**src/design/ivr_pkg.sv**
```systemverilog
// package of constants and types for the interrupt vector routing block
package ivr_pkg;
    localparam int unsigned IVR_NUM_SYS = 16;
    localparam int unsigned IVR_NUM_IRQ = 32;
    localparam int unsigned IVR_EXC_W = 6;
    localparam int unsigned IVR_PRIO_W = 3;
    localparam int unsigned IVR_MIN_LEVELS = 3;
    localparam int unsigned IVR_MAX_LEVELS = 8;
    localparam int unsigned IVR_IRQ_W = 5;
    localparam int unsigned IVR_HALF_IRQ = 16;
    // exception numbers
    localparam logic [5:0] IVR_EXC_NONE = 6'h00;
    localparam logic [5:0] IVR_EXC_RESET = 6'h01;
    localparam logic [5:0] IVR_EXC_NMI = 6'h02;
    localparam logic [5:0] IVR_EXC_HARD = 6'h03;
    localparam logic [5:0] IVR_EXC_MEM = 6'h04;
    localparam logic [5:0] IVR_EXC_BUS = 6'h05;
    localparam logic [5:0] IVR_EXC_USAGE = 6'h06;
    localparam logic [5:0] IVR_EXC_SVCALL = 6'h0B;
    localparam logic [5:0] IVR_EXC_DEBUG = 6'h0C;
    localparam logic [5:0] IVR_EXC_DEFER = 6'h0E;
    localparam logic [5:0] IVR_EXC_TICK = 6'h0F;
    localparam logic [5:0] IVR_EXC_IRQ0 = 6'h10;
    // vector table offsets
    localparam logic [9:0] IVR_OFS_STACK = 10'h000;
    localparam logic [9:0] IVR_OFS_RESET = 10'h004;
    localparam logic [9:0] IVR_OFS_MEM = 10'h010;
    localparam logic [9:0] IVR_OFS_BUS = 10'h014;
    localparam logic [9:0] IVR_OFS_USAGE = 10'h018;
    localparam logic [9:0] IVR_OFS_SVCALL = 10'h02C;
    localparam logic [9:0] IVR_OFS_IRQ_FIRST = 10'h040;
    localparam logic [9:0] IVR_OFS_IRQ_LAST = 10'h3FC;
    // fixed-function slots that carry no source
    localparam logic [31:0] IVR_FIXED_RSVD = 32'h0C00_0004;
    // reset values
    localparam logic [2:0] IVR_RST_PRIO = 3'h0;
    localparam logic [3:0] IVR_RST_LEVELS = 4'h8;
    localparam logic [2:0] IVR_RST_GROUP = 3'h0;
    localparam logic [31:0] IVR_RST_VEC = 32'h0000_0000;
    // per-vector source selection
    typedef enum logic [1:0] {
        IVR_SRC_FIXED,
        IVR_SRC_DMA,
        IVR_SRC_LOGIC,
        IVR_SRC_NONE
    } ivr_src_t;
endpackage

```
**src/design/ivr_core.sv**
```systemverilog
// nested vectored interrupt controller with routed peripheral sources
`timescale 1ns/100ps
`default_nettype none
// Summary of operation
// - 16 system exceptions, IRQ n is exception n+16
// - offset 0 stack pointer, offset 4 reset
// - bus error raises bus fault at 0x14
// - usage fault 0x18, memory fault 0x10
// - supervisor call is 11; reserved never raised
// - IRQ vectors at 0x40 to 0xBC
// - NMI routed from any pin or disconnected
// - three to eight levels set, four or eight implemented, changeable live
// - priority splits into group and subpriority
// - tail-chain and late arrival supported
// - hardware saves and restores state
// - equal priority, lower vector wins
// - each vector picks one of three sources
// - DMA lines split low and high groups
// - logic source n is logic line n
// - any source reachable through logic path
// - fixed assignments, slots 2 26 27 reserved
module ivr_core
    import ivr_pkg::*;
(
    // clock and reset
    input wire logic clk,
    input wire logic rst,
    // interrupt sources
    input wire logic [31:0] fixed_irq,
    input wire logic [15:0] dma_term_lines_low,
    input wire logic [15:0] dma_term_lines_high,
    input wire logic [31:0] logic_irq,
    // nmi routing
    input wire logic [63:0] pin_levels,
    input wire logic nmi_route_en,
    input wire logic [5:0] nmi_pin_sel,
    // fault and call events from the core
    input wire logic bus_err_fetch,
    input wire logic bus_err_data,
    input wire logic mem_fault,
    input wire logic undef_instr,
    input wire logic state_switch,
    input wire logic svc_exec,
    input wire logic debug_req,
    input wire logic defer_req,
    input wire logic tick_req,
    // configuration
    input wire logic [63:0] src_sel,
    input wire logic [31:0] irq_enable,
    input wire logic [95:0] irq_prio,
    input wire logic [23:0] sys_prio,
    input wire logic [2:0] fault_enable,
    input wire logic [3:0] prio_levels,
    input wire logic [2:0] prio_group,
    // core handshake
    input wire logic entry_ack,
    input wire logic exit_req,
    output logic exc_req,
    output logic [5:0] exc_num,
    output logic [9:0] exc_ofs,
    output logic [5:0] active_num_q,
    output logic save_state,
    output logic restore_state,
    output logic tail_chain,
    output logic [9:0] reset_ofs,
    output logic [9:0] stack_ofs
);
    typedef enum logic [1:0] {IVR_ST_RUN, IVR_ST_HANDLER} ivr_state_t;
    ivr_state_t state_q;
    logic [31:0] irq_req;
    logic [31:0] irq_pend_q;
    logic [15:0] sys_pend_q;
    logic [5:0] best_num;
    logic [3:0] best_key;
    logic best_valid;
    logic [3:0] active_key_q;
    logic nmi_line;
    logic escalate;
    logic [5:0] exc_num_q;
    logic [9:0] exc_ofs_q;

    // masks a priority down to implemented levels, clamped to 3..8
    function automatic logic [2:0] ivr_mask_prio(input logic [2:0] p, input logic [3:0] lv);
        logic [3:0] l;
        logic [2:0] m;
        l = lv;
        if (l < 4'(IVR_MIN_LEVELS)) begin
            l = 4'(IVR_MIN_LEVELS);
        end
        if (l > 4'(IVR_MAX_LEVELS)) begin
            l = 4'(IVR_MAX_LEVELS);
        end
        m = 3'h7;
        if (l <= 4'h4) begin
            m = 3'h6;
        end
        if (l <= 4'h2) begin
            m = 3'h4;
        end
        return p & m;
    endfunction

    // preempting group part of a priority
    function automatic logic [2:0] ivr_group(input logic [2:0] p, input logic [2:0] g);
        logic [2:0] m;
        m = 3'(3'h7 << g);
        return p & m;
    endfunction

    // programmable priority of a system exception; slot 7 spare
    function automatic logic [2:0] ivr_sys_prio(input logic [23:0] all, input logic [5:0] s);
        int slot;
        slot = 7;
        unique case (s)
            IVR_EXC_MEM: slot = 0;
            IVR_EXC_BUS: slot = 1;
            IVR_EXC_USAGE: slot = 2;
            IVR_EXC_SVCALL: slot = 3;
            IVR_EXC_DEBUG: slot = 4;
            IVR_EXC_DEFER: slot = 5;
            IVR_EXC_TICK: slot = 6;
            default: slot = 7;
        endcase
        return all[3*slot +: 3];
    endfunction

    // vector table offset of an exception number
    function automatic logic [9:0] ivr_offset(input logic [5:0] n);
        return {2'h0, n, 2'h0};
    endfunction

    // source routing for the 32 peripheral vectors
    ivr_src_mux u_mux (
        .fixed_irq(fixed_irq),
        .dma_term_lines_low(dma_term_lines_low),
        .dma_term_lines_high(dma_term_lines_high),
        .logic_irq(logic_irq),
        .src_sel(src_sel),
        .irq_req(irq_req)
    );

    // nmi from any pin or none
    assign nmi_line = nmi_route_en & pin_levels[nmi_pin_sel];
    assign stack_ofs = IVR_OFS_STACK;
    assign reset_ofs = IVR_OFS_RESET;

    // a fault with its handler disabled escalates
    assign escalate = ((bus_err_fetch | bus_err_data) & ~fault_enable[1])
        | (mem_fault & ~fault_enable[0])
        | ((undef_instr | state_switch) & ~fault_enable[2]);

    // peripheral pending bits, set wins over clear on entry
    always_ff @(posedge clk) begin
        if (rst) begin
            irq_pend_q <= IVR_RST_VEC;
        end else begin
            for (int n = 0; n < 32; n++) begin
                if (irq_req[n]) begin
                    irq_pend_q[n] <= 1'b1;
                end else if (entry_ack && exc_num_q == 6'(n + 16)) begin
                    irq_pend_q[n] <= 1'b0;
                end
            end
        end
    end

    // system exception pending bits; reserved slots stay zero
    always_ff @(posedge clk) begin
        if (rst) begin
            sys_pend_q <= 16'h0000;
        end else begin
            for (int s = 0; s < 16; s++) begin
                logic set;
                set = 1'b0;
                unique case (6'(s))
                    IVR_EXC_NMI: set = nmi_line;
                    IVR_EXC_HARD: set = escalate;
                    IVR_EXC_MEM: set = mem_fault & fault_enable[0];
                    IVR_EXC_BUS: set = (bus_err_fetch | bus_err_data) & fault_enable[1];
                    IVR_EXC_USAGE: set = (undef_instr | state_switch) & fault_enable[2];
                    IVR_EXC_SVCALL: set = svc_exec;
                    IVR_EXC_DEBUG: set = debug_req;
                    IVR_EXC_DEFER: set = defer_req;
                    IVR_EXC_TICK: set = tick_req;
                    default: set = 1'b0;
                endcase
                if (set) begin
                    sys_pend_q[s] <= 1'b1;
                end else if (entry_ack && exc_num_q == 6'(s)) begin
                    sys_pend_q[s] <= 1'b0;
                end
            end
        end
    end

    // arbitration: key 1..2 fixed, 3+prio programmable, first lowest wins
    always_comb begin
        logic [3:0] k;
        logic [2:0] p;
        k = 4'h0;
        p = 3'h0;
        best_valid = 1'b0;
        best_num = IVR_EXC_NONE;
        best_key = 4'hF;
        for (int s = 2; s < 16; s++) begin
            if (sys_pend_q[s]) begin
                if (s == 2) begin
                    k = 4'h1;
                end else if (s == 3) begin
                    k = 4'h2;
                end else begin
                    p = ivr_mask_prio(ivr_sys_prio(sys_prio, 6'(s)), prio_levels);
                    k = 4'h3 + {1'b0, p};
                end
                if (k < best_key) begin
                    best_key = k;
                    best_num = 6'(s);
                    best_valid = 1'b1;
                end
            end
        end
        for (int n = 0; n < 32; n++) begin
            if (irq_pend_q[n] && irq_enable[n]) begin
                p = ivr_mask_prio(irq_prio[3*n +: 3], prio_levels);
                k = 4'h3 + {1'b0, p};
                if (k < best_key) begin
                    best_key = k;
                    best_num = 6'(n + 16);
                    best_valid = 1'b1;
                end
            end
        end
    end

    // preemption compares group parts; fixed keys compare whole
    logic preempt;
    always_comb begin
        if (state_q == IVR_ST_RUN) begin
            preempt = best_valid;
        end else if (best_key < 4'h3 || active_key_q < 4'h3) begin
            preempt = best_valid && best_key < active_key_q;
        end else begin
            preempt = best_valid && ivr_group(3'(best_key - 4'h3), prio_group)
                < ivr_group(3'(active_key_q - 4'h3), prio_group);
        end
    end

    // candidate latched; late arrival replaces it until accepted
    always_ff @(posedge clk) begin
        if (rst) begin
            exc_num_q <= IVR_EXC_NONE;
            exc_ofs_q <= IVR_OFS_STACK;
        end else begin
            exc_num_q <= preempt ? best_num : IVR_EXC_NONE;
            exc_ofs_q <= preempt ? ivr_offset(best_num) : IVR_OFS_STACK;
        end
    end
    assign exc_req = exc_num_q != IVR_EXC_NONE && preempt;
    assign exc_num = exc_num_q;
    assign exc_ofs = exc_ofs_q;

    // active handler tracking, single level kept
    always_ff @(posedge clk) begin
        if (rst) begin
            state_q <= IVR_ST_RUN;
            active_num_q <= IVR_EXC_NONE;
            active_key_q <= 4'hF;
        end else if (exc_req && entry_ack) begin
            state_q <= IVR_ST_HANDLER;
            active_num_q <= exc_num_q;
            active_key_q <= best_key;
        end else if (exit_req && state_q == IVR_ST_HANDLER) begin
            state_q <= IVR_ST_RUN;
            active_num_q <= IVR_EXC_NONE;
            active_key_q <= 4'hF;
        end
    end

    // automatic stacking on entry from IVR_ST_RUN; restore skipped on tail-chain
    assign save_state = exc_req && entry_ack && state_q == IVR_ST_RUN;
    assign tail_chain = exit_req && state_q == IVR_ST_HANDLER && best_valid;
    assign restore_state = exit_req && state_q == IVR_ST_HANDLER && !best_valid;
endmodule
`default_nettype wire

```
**src/design/ivr_src_mux.sv**
```systemverilog
// source selection for the peripheral interrupt vectors
`timescale 1ns/100ps
`default_nettype none
module ivr_src_mux
    import ivr_pkg::*;
(
    // source groups
    input wire logic [31:0] fixed_irq,
    input wire logic [15:0] dma_term_lines_low,
    input wire logic [15:0] dma_term_lines_high,
    input wire logic [31:0] logic_irq,
    // selection, two bits per vector
    input wire logic [63:0] src_sel,
    // routed requests
    output logic [31:0] irq_req
);
    logic [31:0] fixed_clean;
    logic [31:0] dma_all;

    // reserved fixed slots are forced low
    assign fixed_clean = fixed_irq & ~IVR_FIXED_RSVD;
    // vectors 0-15 take low group, 16-31 the high group
    assign dma_all = {dma_term_lines_high, dma_term_lines_low};

    // one source per vector
    always_comb begin
        irq_req = '0;
        for (int n = 0; n < 32; n++) begin
            unique case (ivr_src_t'(src_sel[2*n +: 2]))
                IVR_SRC_FIXED: irq_req[n] = fixed_clean[n];
                IVR_SRC_DMA: irq_req[n] = dma_all[n];
                IVR_SRC_LOGIC: irq_req[n] = logic_irq[n];
                IVR_SRC_NONE: irq_req[n] = 1'b0;
            endcase
        end
    end
endmodule
`default_nettype wire

```
**config.mk**
```make
export PLATFORM = sky130hd
export DESIGN_NAME = ivr_core
export DESIGN_NICKNAME = d
export VERILOG_FILES = /design/src/design/ivr_pkg.sv /design/src/design/ivr_core.sv /design/src/design/ivr_src_mux.sv
export SDC_FILE = /design/constraint.sdc
export NUM_CORES = 1
export LEC_CHECK = 0
export CAP_MARGIN = 10
export CELL_PAD_IN_SITES_DETAIL_PLACEMENT = 1
export CELL_PAD_IN_SITES_GLOBAL_PLACEMENT = 1
export CORE_AREA = 2 2 178 180
export CTS_CLUSTER_SIZE = 12
export DETAILED_ROUTE_END_ITERATION = 6
export DIE_AREA = 0 0 180 182
export DONT_BUFFER_PORTS = 1
export PLACE_DENSITY = 0.9
export SLEW_MARGIN = 40
export SYNTH_ARGS = -nofsm -noshare
export SYNTH_HDL_FRONTEND = slang
export SYNTH_SLANG_ARGS = --single-unit
```
**constraint.sdc**
```tcl
create_clock -name clk -period 115.8 [get_ports clk]
set_clock_uncertainty 0.1 [all_clocks]
set_input_delay 5.79 -clock clk [delete_from_list [all_inputs] [get_ports clk]]
set_output_delay 5.79 -clock clk [all_outputs]
set_load 0.005 [all_outputs]
```
==> results of run 1 <==
-- layout by cell type (no fill, tap or decap), drive strengths merged, types with 15 or more instances in the layout --
master | Yosys | routed
a21boi | 48 | 48
a21o | 26 | 26
a21oi | 133 | 133
a31oi | 61 | 61
and2 | 29 | 29
conb | 2 | 24
dfxtp | 58 | 58
ha | 197 | 197
inv | 214 | 214
mux2i | 52 | 52
mux4 | 21 | 21
nand2 | 183 | 183
nand2b | 26 | 26
nand3 | 50 | 50
nand3b | 18 | 18
nor2 | 153 | 153
nor2b | 41 | 41
nor3 | 36 | 36
o21a | 34 | 34
o21ai | 140 | 140
o22ai | 15 | 15
or2 | 26 | 26
or3 | 21 | 21
xnor2 | 35 | 35
-- layer usage --
metal / wire (µm) / GRT usage, % / part of all wire, %
met1: 22200 / 37.2 / 40
met2: 26700 / 56.9 / 48
met3: 3750 / 6.14 / 6.8
met4: 2870 / 16.2 / 5.2
met5: 37 / 0 / 0.067
-- where the power goes --
group / internal (mW) / switching (mW)
Combinational: 0.0884 / 0.135
Sequential: 0.0234 / 0.00500
Clock: 0.0192 / 0.0107
Total: 0.131 / 0.151
-- layout make-up --
class / count / area (µm²)
Multi-Input combinational cell: 1618 / 11600
Clock buffer: 11 / 243
Fill cell: 3978 / 16600
Sequential cell: 58 / 1160
Tap cell: 402 / 503
Clock inverter: 3 / 65.1
Timing Repair Buffer: 6 / 45.0
Antenna cell: 8 / 20.0
Inverter: 215 / 807
-- state kept, by name (all words and copies together) (netlist names) --
register	count
exc_ofs	6
sys_pend_q	9
state_q	1
active_num_q	6
active_key_q	4
irq_pend_q	32
-- final timing paths --
path,endpoint,cells past startpoint
worst max-delay path,save_state,299
worst min-delay path,irq_pend_q[24]$_SDFFE_PP0P_,2
worst max register to register,exc_ofs[6]$_SDFF_PP0_,298
worst min register to register,irq_pend_q[24]$_SDFFE_PP0P_,2
-- Yosys cell counts, types with 12 or more instances --
| cell | number |
|---|---|
| inv_1 | 213 |
| ha_1 | 197 |
| nand2_1 | 182 |
| nor2_1 | 151 |
| a21oi_1 | 130 |
| o21ai_0 | 125 |
| a31oi_1 | 59 |
| dfxtp_1 | 58 |
| mux2i_1 | 52 |
| nand3_1 | 50 |
| a21boi_0 | 43 |
| nor2b_1 | 41 |
| nor3_1 | 36 |
| xnor2_1 | 35 |
| o21a_1 | 34 |
| buf_4 | 30 |
| and2_1 | 28 |
| a21o_1 | 26 |
| nand2b_1 | 26 |
| or2_2 | 22 |
| clkbuf_1 | 21 |
| mux4_2 | 21 |
| or3_1 | 19 |
| nand3b_1 | 17 |
| a211o_1 | 14 |
| mux2_2 | 14 |
| o21ai_1 | 14 |
| o22ai_1 | 14 |
| and3_1 | 13 |
| o211ai_1 | 13 |
| a211oi_1 | 12 |
| o31ai_1 | 12 |
-- worst max-delay path, delay by kind of cell --
kind,cells,cell delay (ns)
buffers and inverters,11,0.99
multiplexers,7,2.58
XOR/XNOR,2,0.26
adder cells (fa/ha/maj),40,10.02
AO/OA/AOI/OAI,126,34.83
AND/OR/NAND/NOR,113,22.78
-- cell families after synthesis --
family                     share of synthesized area, %
AOI/OAI and AO/OA                                  31.4
other                                            0.0546
buffers and inverters                              8.32
and+or+nand+nor                                    22.9
DFF                                                8.44
xor gates and xnor gates                           2.67
muxes                                              8.37
adders and majority gates                          17.9
-- per-stage QoR --
step,std cells,area [µm²]
after floorplan,1948,13800
after global routing,2319,14400
final,2321,14400
after global placement,2299,14100
after detailed placement,2299,14100
after CTS,2313,14400
==> results.md, run 1 <==
* Status: complete, no violations
* Routed WL per cell at 23.9 µm
* Setup TNS at 0 ns
* Number of flops mapped to enable cells by yosys at 0
* Clock Tree Buf Depth at 2
* H-tree depth at 3
* Final ANT Viol Nets at 0
* DR vias at 15,100
* Final WS setup at 32.48 ns
* Routed wire length at 55,600 µm
* Clock transition at path regs at 0.06 ns
* Gates resized, CTS repair at 0
* Static leakage at 6.70 nW
* Gp weighted congestion at 0.960
* Crit. End Element: output port
* Die height at 182 µm
* Clock sink count at 58
* Worst slew pin tran at 0.836 ns
* Cell taking the most area after synthesis: ha_1
* Worst setup path startpoint: prio_levels[0]
* Ys async rst share at 0%
* Overflow after GRT at 0
* Number of buffers added for setup after CTS at 0
* Critical path startpoint category: primary input
* Largest net degree at the start of global routing at 47
* R2R setup slack at 44.51 ns
* Critical Path Most Common Cell: ha_1
* Post-layout min period at 83.32 ns
* CP max-delay cell: o31ai_2
* Max-cap violation count at 0
* Post-layout nets at 2,511
* Crit Path Max Fanout at 16
* Largest stage delay, worst path at 0.66 ns
* Hold Worst Slack at 0.366 ns
* PD cells at 19.5 nW/µm²
* RSZ-0062 raised after global routing: no
* Post-synth top area share at 17.9%
* Final Max Tran Viols at 0
* Min-delay src: irq_pend_q[24]$_SDFFE_PP0P_
* Seq cells post-synth at 58
* Die area at 32,800 µm²
* Worst VDD drop at 0.00000808 V
* Hold Crit Class: flop to flop
* Initial antenna violation count at 12
* Final worst path period share at 72.0%
* Starting Density at 44.4%
* Core ar. at 31,000 µm²
* Main synth FF type: dfxtp_1
* DRC at 0
* Avg Inst Size Synth at 7.14 µm²
* Share of layout cells above drive strength 1 at 6.86%
* DRT Pass-1 Iters at 5
* Setup CP Type: primary input to output port
* Initial DRC count at 944
* Synth area leaders: ha_1 18%, dfxtp_1 8.4%, inv_1 5.8%
* Clock network latency to the later pin of the worst-skew pair at 0.35 ns
* Worst slew margin at 44.1%
* Die X at 180 µm
* Synth unique cells at 105
* Port Buffers at 0
* CTS tree: yes
* WP data arrival at 77.43 ns
* # hold bufs at CTS at 0
* Vias in the first global route at 15,600
* Maximum clock rate at 0.0120 GHz
* Fin util at 46.5%
* Dpl ws at 34.00 ns
* Cts bufs inserted at 9
* Synth-to-layout area growth at 4.77%
* Pwr Total at 0.282 mW
* Post-Syn Instances at 1,926
* Root Driver: clkbuf_16
* FF-to-FF Start: sys_pend_q[3]$_SDFFE_PP0P_
* Sequential cell area fraction in the yosys report at 8.44%
* Post-Synthesis Cell Area at 13,800 µm²
* Num ports at 452
* # rows at 65
* Drt via density at 6.50
* Final setup viols at 0
* All-layer global routing usage at 32.3%
* First-pass GRT wire length at 84,200 µm
* CP Data Required Time at 109.91 ns
* Dpl hpwl at 47,400 µm
* Yosys warns at 0
* Final Hold Violating Endpoints at 0
No activity file was read; power rests on OpenSTA's default activity.
==> run 2: changes to the inputs <==
--- a/config.mk
+++ b/config.mk
@@ -8,12 +8,12 @@
 export CAP_MARGIN = 10
 export CELL_PAD_IN_SITES_DETAIL_PLACEMENT = 1
 export CELL_PAD_IN_SITES_GLOBAL_PLACEMENT = 1
-export CORE_AREA = 2 2 178 180
+export CORE_MARGIN = 2
+export CORE_UTILIZATION = 42
 export CTS_CLUSTER_SIZE = 12
 export DETAILED_ROUTE_END_ITERATION = 6
-export DIE_AREA = 0 0 180 182
 export DONT_BUFFER_PORTS = 1
-export PLACE_DENSITY = 0.9
+export PLACE_DENSITY = 0.89
 export SLEW_MARGIN = 40
 export SYNTH_ARGS = -nofsm -noshare
 export SYNTH_HDL_FRONTEND = slang
==> constraint.sdc (replaced) <==
create_clock -name clk -period 69.2 [get_ports clk]
set_clock_uncertainty 0.1 [all_clocks]
set_input_delay 3.46 -clock clk [delete_from_list [all_inputs] [get_ports clk]]
set_output_delay 3.46 -clock clk [all_outputs]
set_load 0.005 [all_outputs]
==> run 2 against run 1 <==
Effect of this change: via count is 15% higher; worst setup slack got worse by 32 ns; count of clock-buffer cells in the layout unchanged; global-route usage up 3.0 points; core utilization increased by 6.2 points; combinational power increased by 140%; register-to-register slack got worse by 38 ns; die area is 4.5% higher; first-iteration DRC count is 59% higher; clock power up 47%; critical path type unchanged; largest cell class unchanged.
==> results.md, run 2 (same netlist as run 1, synthesis figures left out) <==
* Crit Path Max Fanout at 7 (was 16)
* Dpl hpwl at 52,500 µm (was 47,400 µm)
* Initial DRC count at 1,503 (was 944)
* Largest stage delay, worst path at 0.54 ns (was 0.66 ns)
* Clock Tree Buf Depth at 2 (unchanged)
* DRC at 0 (unchanged)
* Layout Cells excl Fill at 2,615 (was 2,321)
* Number of buffers and inverters on the critical path at 27 (was 11)
* Max reg flops at 32 (unchanged)
* CP Data Required Time at 65.64 ns (was 109.91 ns)
* Core ar. at 32,400 µm² (was 31,000 µm²)
* # hold bufs at CTS at 0 (unchanged)
* Fill count at 4,105 (was 3,978)
* Internal cell power at 0.297 mW (was 0.131 mW)
* WP data arrival at 65.39 ns (was 77.43 ns)
* Final worst path period share at 99.6%
* Critical path startpoint category: primary input (unchanged)
* Num ports at 452 (unchanged)
* Routed wire length at 69,700 µm (was 55,600 µm)
* Worst VDD drop at 0.0000161 V (was 0.00000808 V)
* Setup CP Type: primary input to output port (unchanged)
* Hold Crit Depth at 2 (unchanged)
* Biggest register: irq_pend_q (unchanged)
* Sequential power share at 8.0% (was 10.1%)
* GR met2 Demand/Resource at 62.9% (was 56.9%)
* Overflow after GRT at 0 (unchanged)
* Clock network latency to the later pin of the worst-skew pair at 0.36 ns (was 0.35 ns)
* Worst slew margin at 39.9% (was 44.1%)
* Maximum clock rate at 0.0145 GHz
* Share of layout cells above drive strength 1 at 23.1% (was 6.86%)
* Starting Density at 42.5% (was 44.4%)
* GRT met3 Usage at 5.72% (was 6.14%)
* Static leakage at 8.07 nW (was 6.70 nW)
* Final Max Tran Viols at 0 (unchanged)
* Synth-to-layout area growth at 24.1% (was 4.77%)
* Routed WL per cell at 26.6 µm (was 23.9 µm)
* Initial antenna violation count at 3 (was 12)
* Dpl ws at -2.24 ns (was 34.00 ns)
* Most frequent cells in the layout: 267 x buf_4, 213 x inv_1, 195 x ha_1 (was 213 x inv_1, 197 x ha_1, 181 x nand2_1)
* # rows at 66 (was 65)
* Final ANT Viol Nets at 0 (unchanged)
* Clock sink count at 58 (unchanged)
* All-layer global routing usage at 35.3% (was 32.3%)
* Clock transition at path regs at 0.05 ns (was 0.06 ns)
* Largest registers: irq_pend_q (32), sys_pend_q (9) (unchanged)
* Die area at 34,200 µm² (was 32,800 µm²)
* Logic pwr share at 85.0% (was 79.3%)
* Commonest non-fill, non-tap cell in the layout: buf_4 (was inv_1)
* Cts bufs inserted at 9 (unchanged)
* Switch Pwr at 0.329 mW (was 0.151 mW)
* Die height at 185 µm (was 182 µm)
* CP Depth at 317 (was 299)
* Post-layout min period at 68.95 ns
* DR vias at 17,300 (was 15,100)
* Worst slew pin tran at 0.891 ns (was 0.836 ns)
* First-pass GRT wire length at 93,700 µm (was 84,200 µm)
* CP max-delay cell: or4_1 (was o31ai_2)
* Critical Path Most Common Cell: ha_1 (unchanged)
* Final Hold Violating Endpoints at 0 (unchanged)
* DRT Pass-1 Iters at 6 (was 5)
* Clock Power Share at 7.0% (was 10.6%)
* Crit. End Element: output port (unchanged)
* Hold Crit Class: flop to flop (unchanged)
* Switching share of power at 52.6% (was 53.5%)
* Gp weighted congestion at 0.988 (was 0.960)
* Most Crowded Layer GR: met2 (unchanged)
* Worst Reg2Reg Path Length in Cells at 313 (was 298)
* Drt via density at 6.61 (was 6.50)
* Root Driver: clkbuf_16 (unchanged)
* Met1 Usage GRT at 39.1% (was 37.2%)
* Die X at 185 µm (was 180 µm)
* H-tree depth at 3 (unchanged)
* Final WS setup at 0.249 ns (was 32.48 ns)
* Largest net degree at the start of global routing at 47 (unchanged)
* Status: complete, no violations (unchanged)
* Final setup viols at 0 (unchanged)
* PD cells at 36.7 nW/µm² (was 19.5 nW/µm²)
* Placed Cells at 2,573 (was 2,299)
* Vias in the first global route at 17,600 (was 15,600)
* Family with the most delay on the worst path: compound AO/OA/AOI/OAI gates (unchanged)
* Post-layout nets at 2,772 (was 2,511)
* CTS tree: yes (unchanged)
* Max-cap violation count at 0 (unchanged)
* Port Buffers at 0 (unchanged)
* Fin util at 52.8% (was 46.5%)
[run 2: changes by cell type in the layout (fill, tap and decap cells not counted), moves of 14 or more]
| cell | delta |
|---|---|
| a21oi_1 | -17 |
| a21oi_2 | +15 |
| buf_4 | +261 |
| nor3_1 | -14 |
| o21ai_0 | -22 |
[run 2: tightest hold or removal path, cell delays in order, from the launching register on]
cell and delay (ns):
dfxtp_1 0.31, o21ai_0 0.06, a21oi_1 0.06
[run 2: worst paths after layout]
check | from | to | slack, ns
setup / recovery | prio_levels[0] | save_state | 0.25
hold / removal | irq_pend_q[29]$_SDFFE_PP0P_ | irq_pend_q[29]$_SDFFE_PP0P_ | 0.37
setup reg to reg | sys_pend_q[3]$_SDFFE_PP0P_ | active_num_q[2]$_SDFFE_PP0P_ | 6.89
hold reg to reg | irq_pend_q[29]$_SDFFE_PP0P_ | irq_pend_q[29]$_SDFFE_PP0P_ | 0.37
[run 2: cell type report]
class / count / area, µm² / area share (%)
diodes: 1 / 2.50 / 0.0146
clock buffers: 11 / 243 / 1.42
clock inverters: 3 / 17.5 / 0.103
inverters: 215 / 807 / 4.72
multi-input cells: 1618 / 12300 / 72.0
flip-flops and latches: 58 / 1160 / 6.80
well taps: 442 / 553 / 3.24
repair buffers: 267 / 2000 / 11.7
[run 2: timing repair]
item,CTS,global route
pin swaps,0,48
buffers inserted,2,25
setup endpoints to repair,4,21
gates resized for setup,39,129
[run 2: per-stage QoR]
step	power, mW	hold WS, ns	setup TNS, ns	cell area, µm²
floorplan	0.320	0.349	0	13800
global placement	0.467	0.358	0	15900
detailed placement	0.503	0.367	-6.51	15900
CTS	0.558	0.374	0	16300
global route	0.662	0.399	-6.57	17100
finish	0.626	0.371	0	17100
[run 2: layer usage]
layer	part of all wire, %	vias to the layer above
met2	48	1072
met1	37	8354
met5	0.033	-
met3	7.5	382
li1	-	7486
met4	7.9	4
[run 2: power by group through the flow]
stage	clock (mW)	combinational (mW)	sequential [mW]
detailed placement	0	0.453	0.0501
floorplan	0	0.276	0.0439
finish	0.0440	0.532	0.0500
CTS	0.0442	0.465	0.0494
global placement	0	0.417	0.0497
global route	0.0455	0.566	0.0504
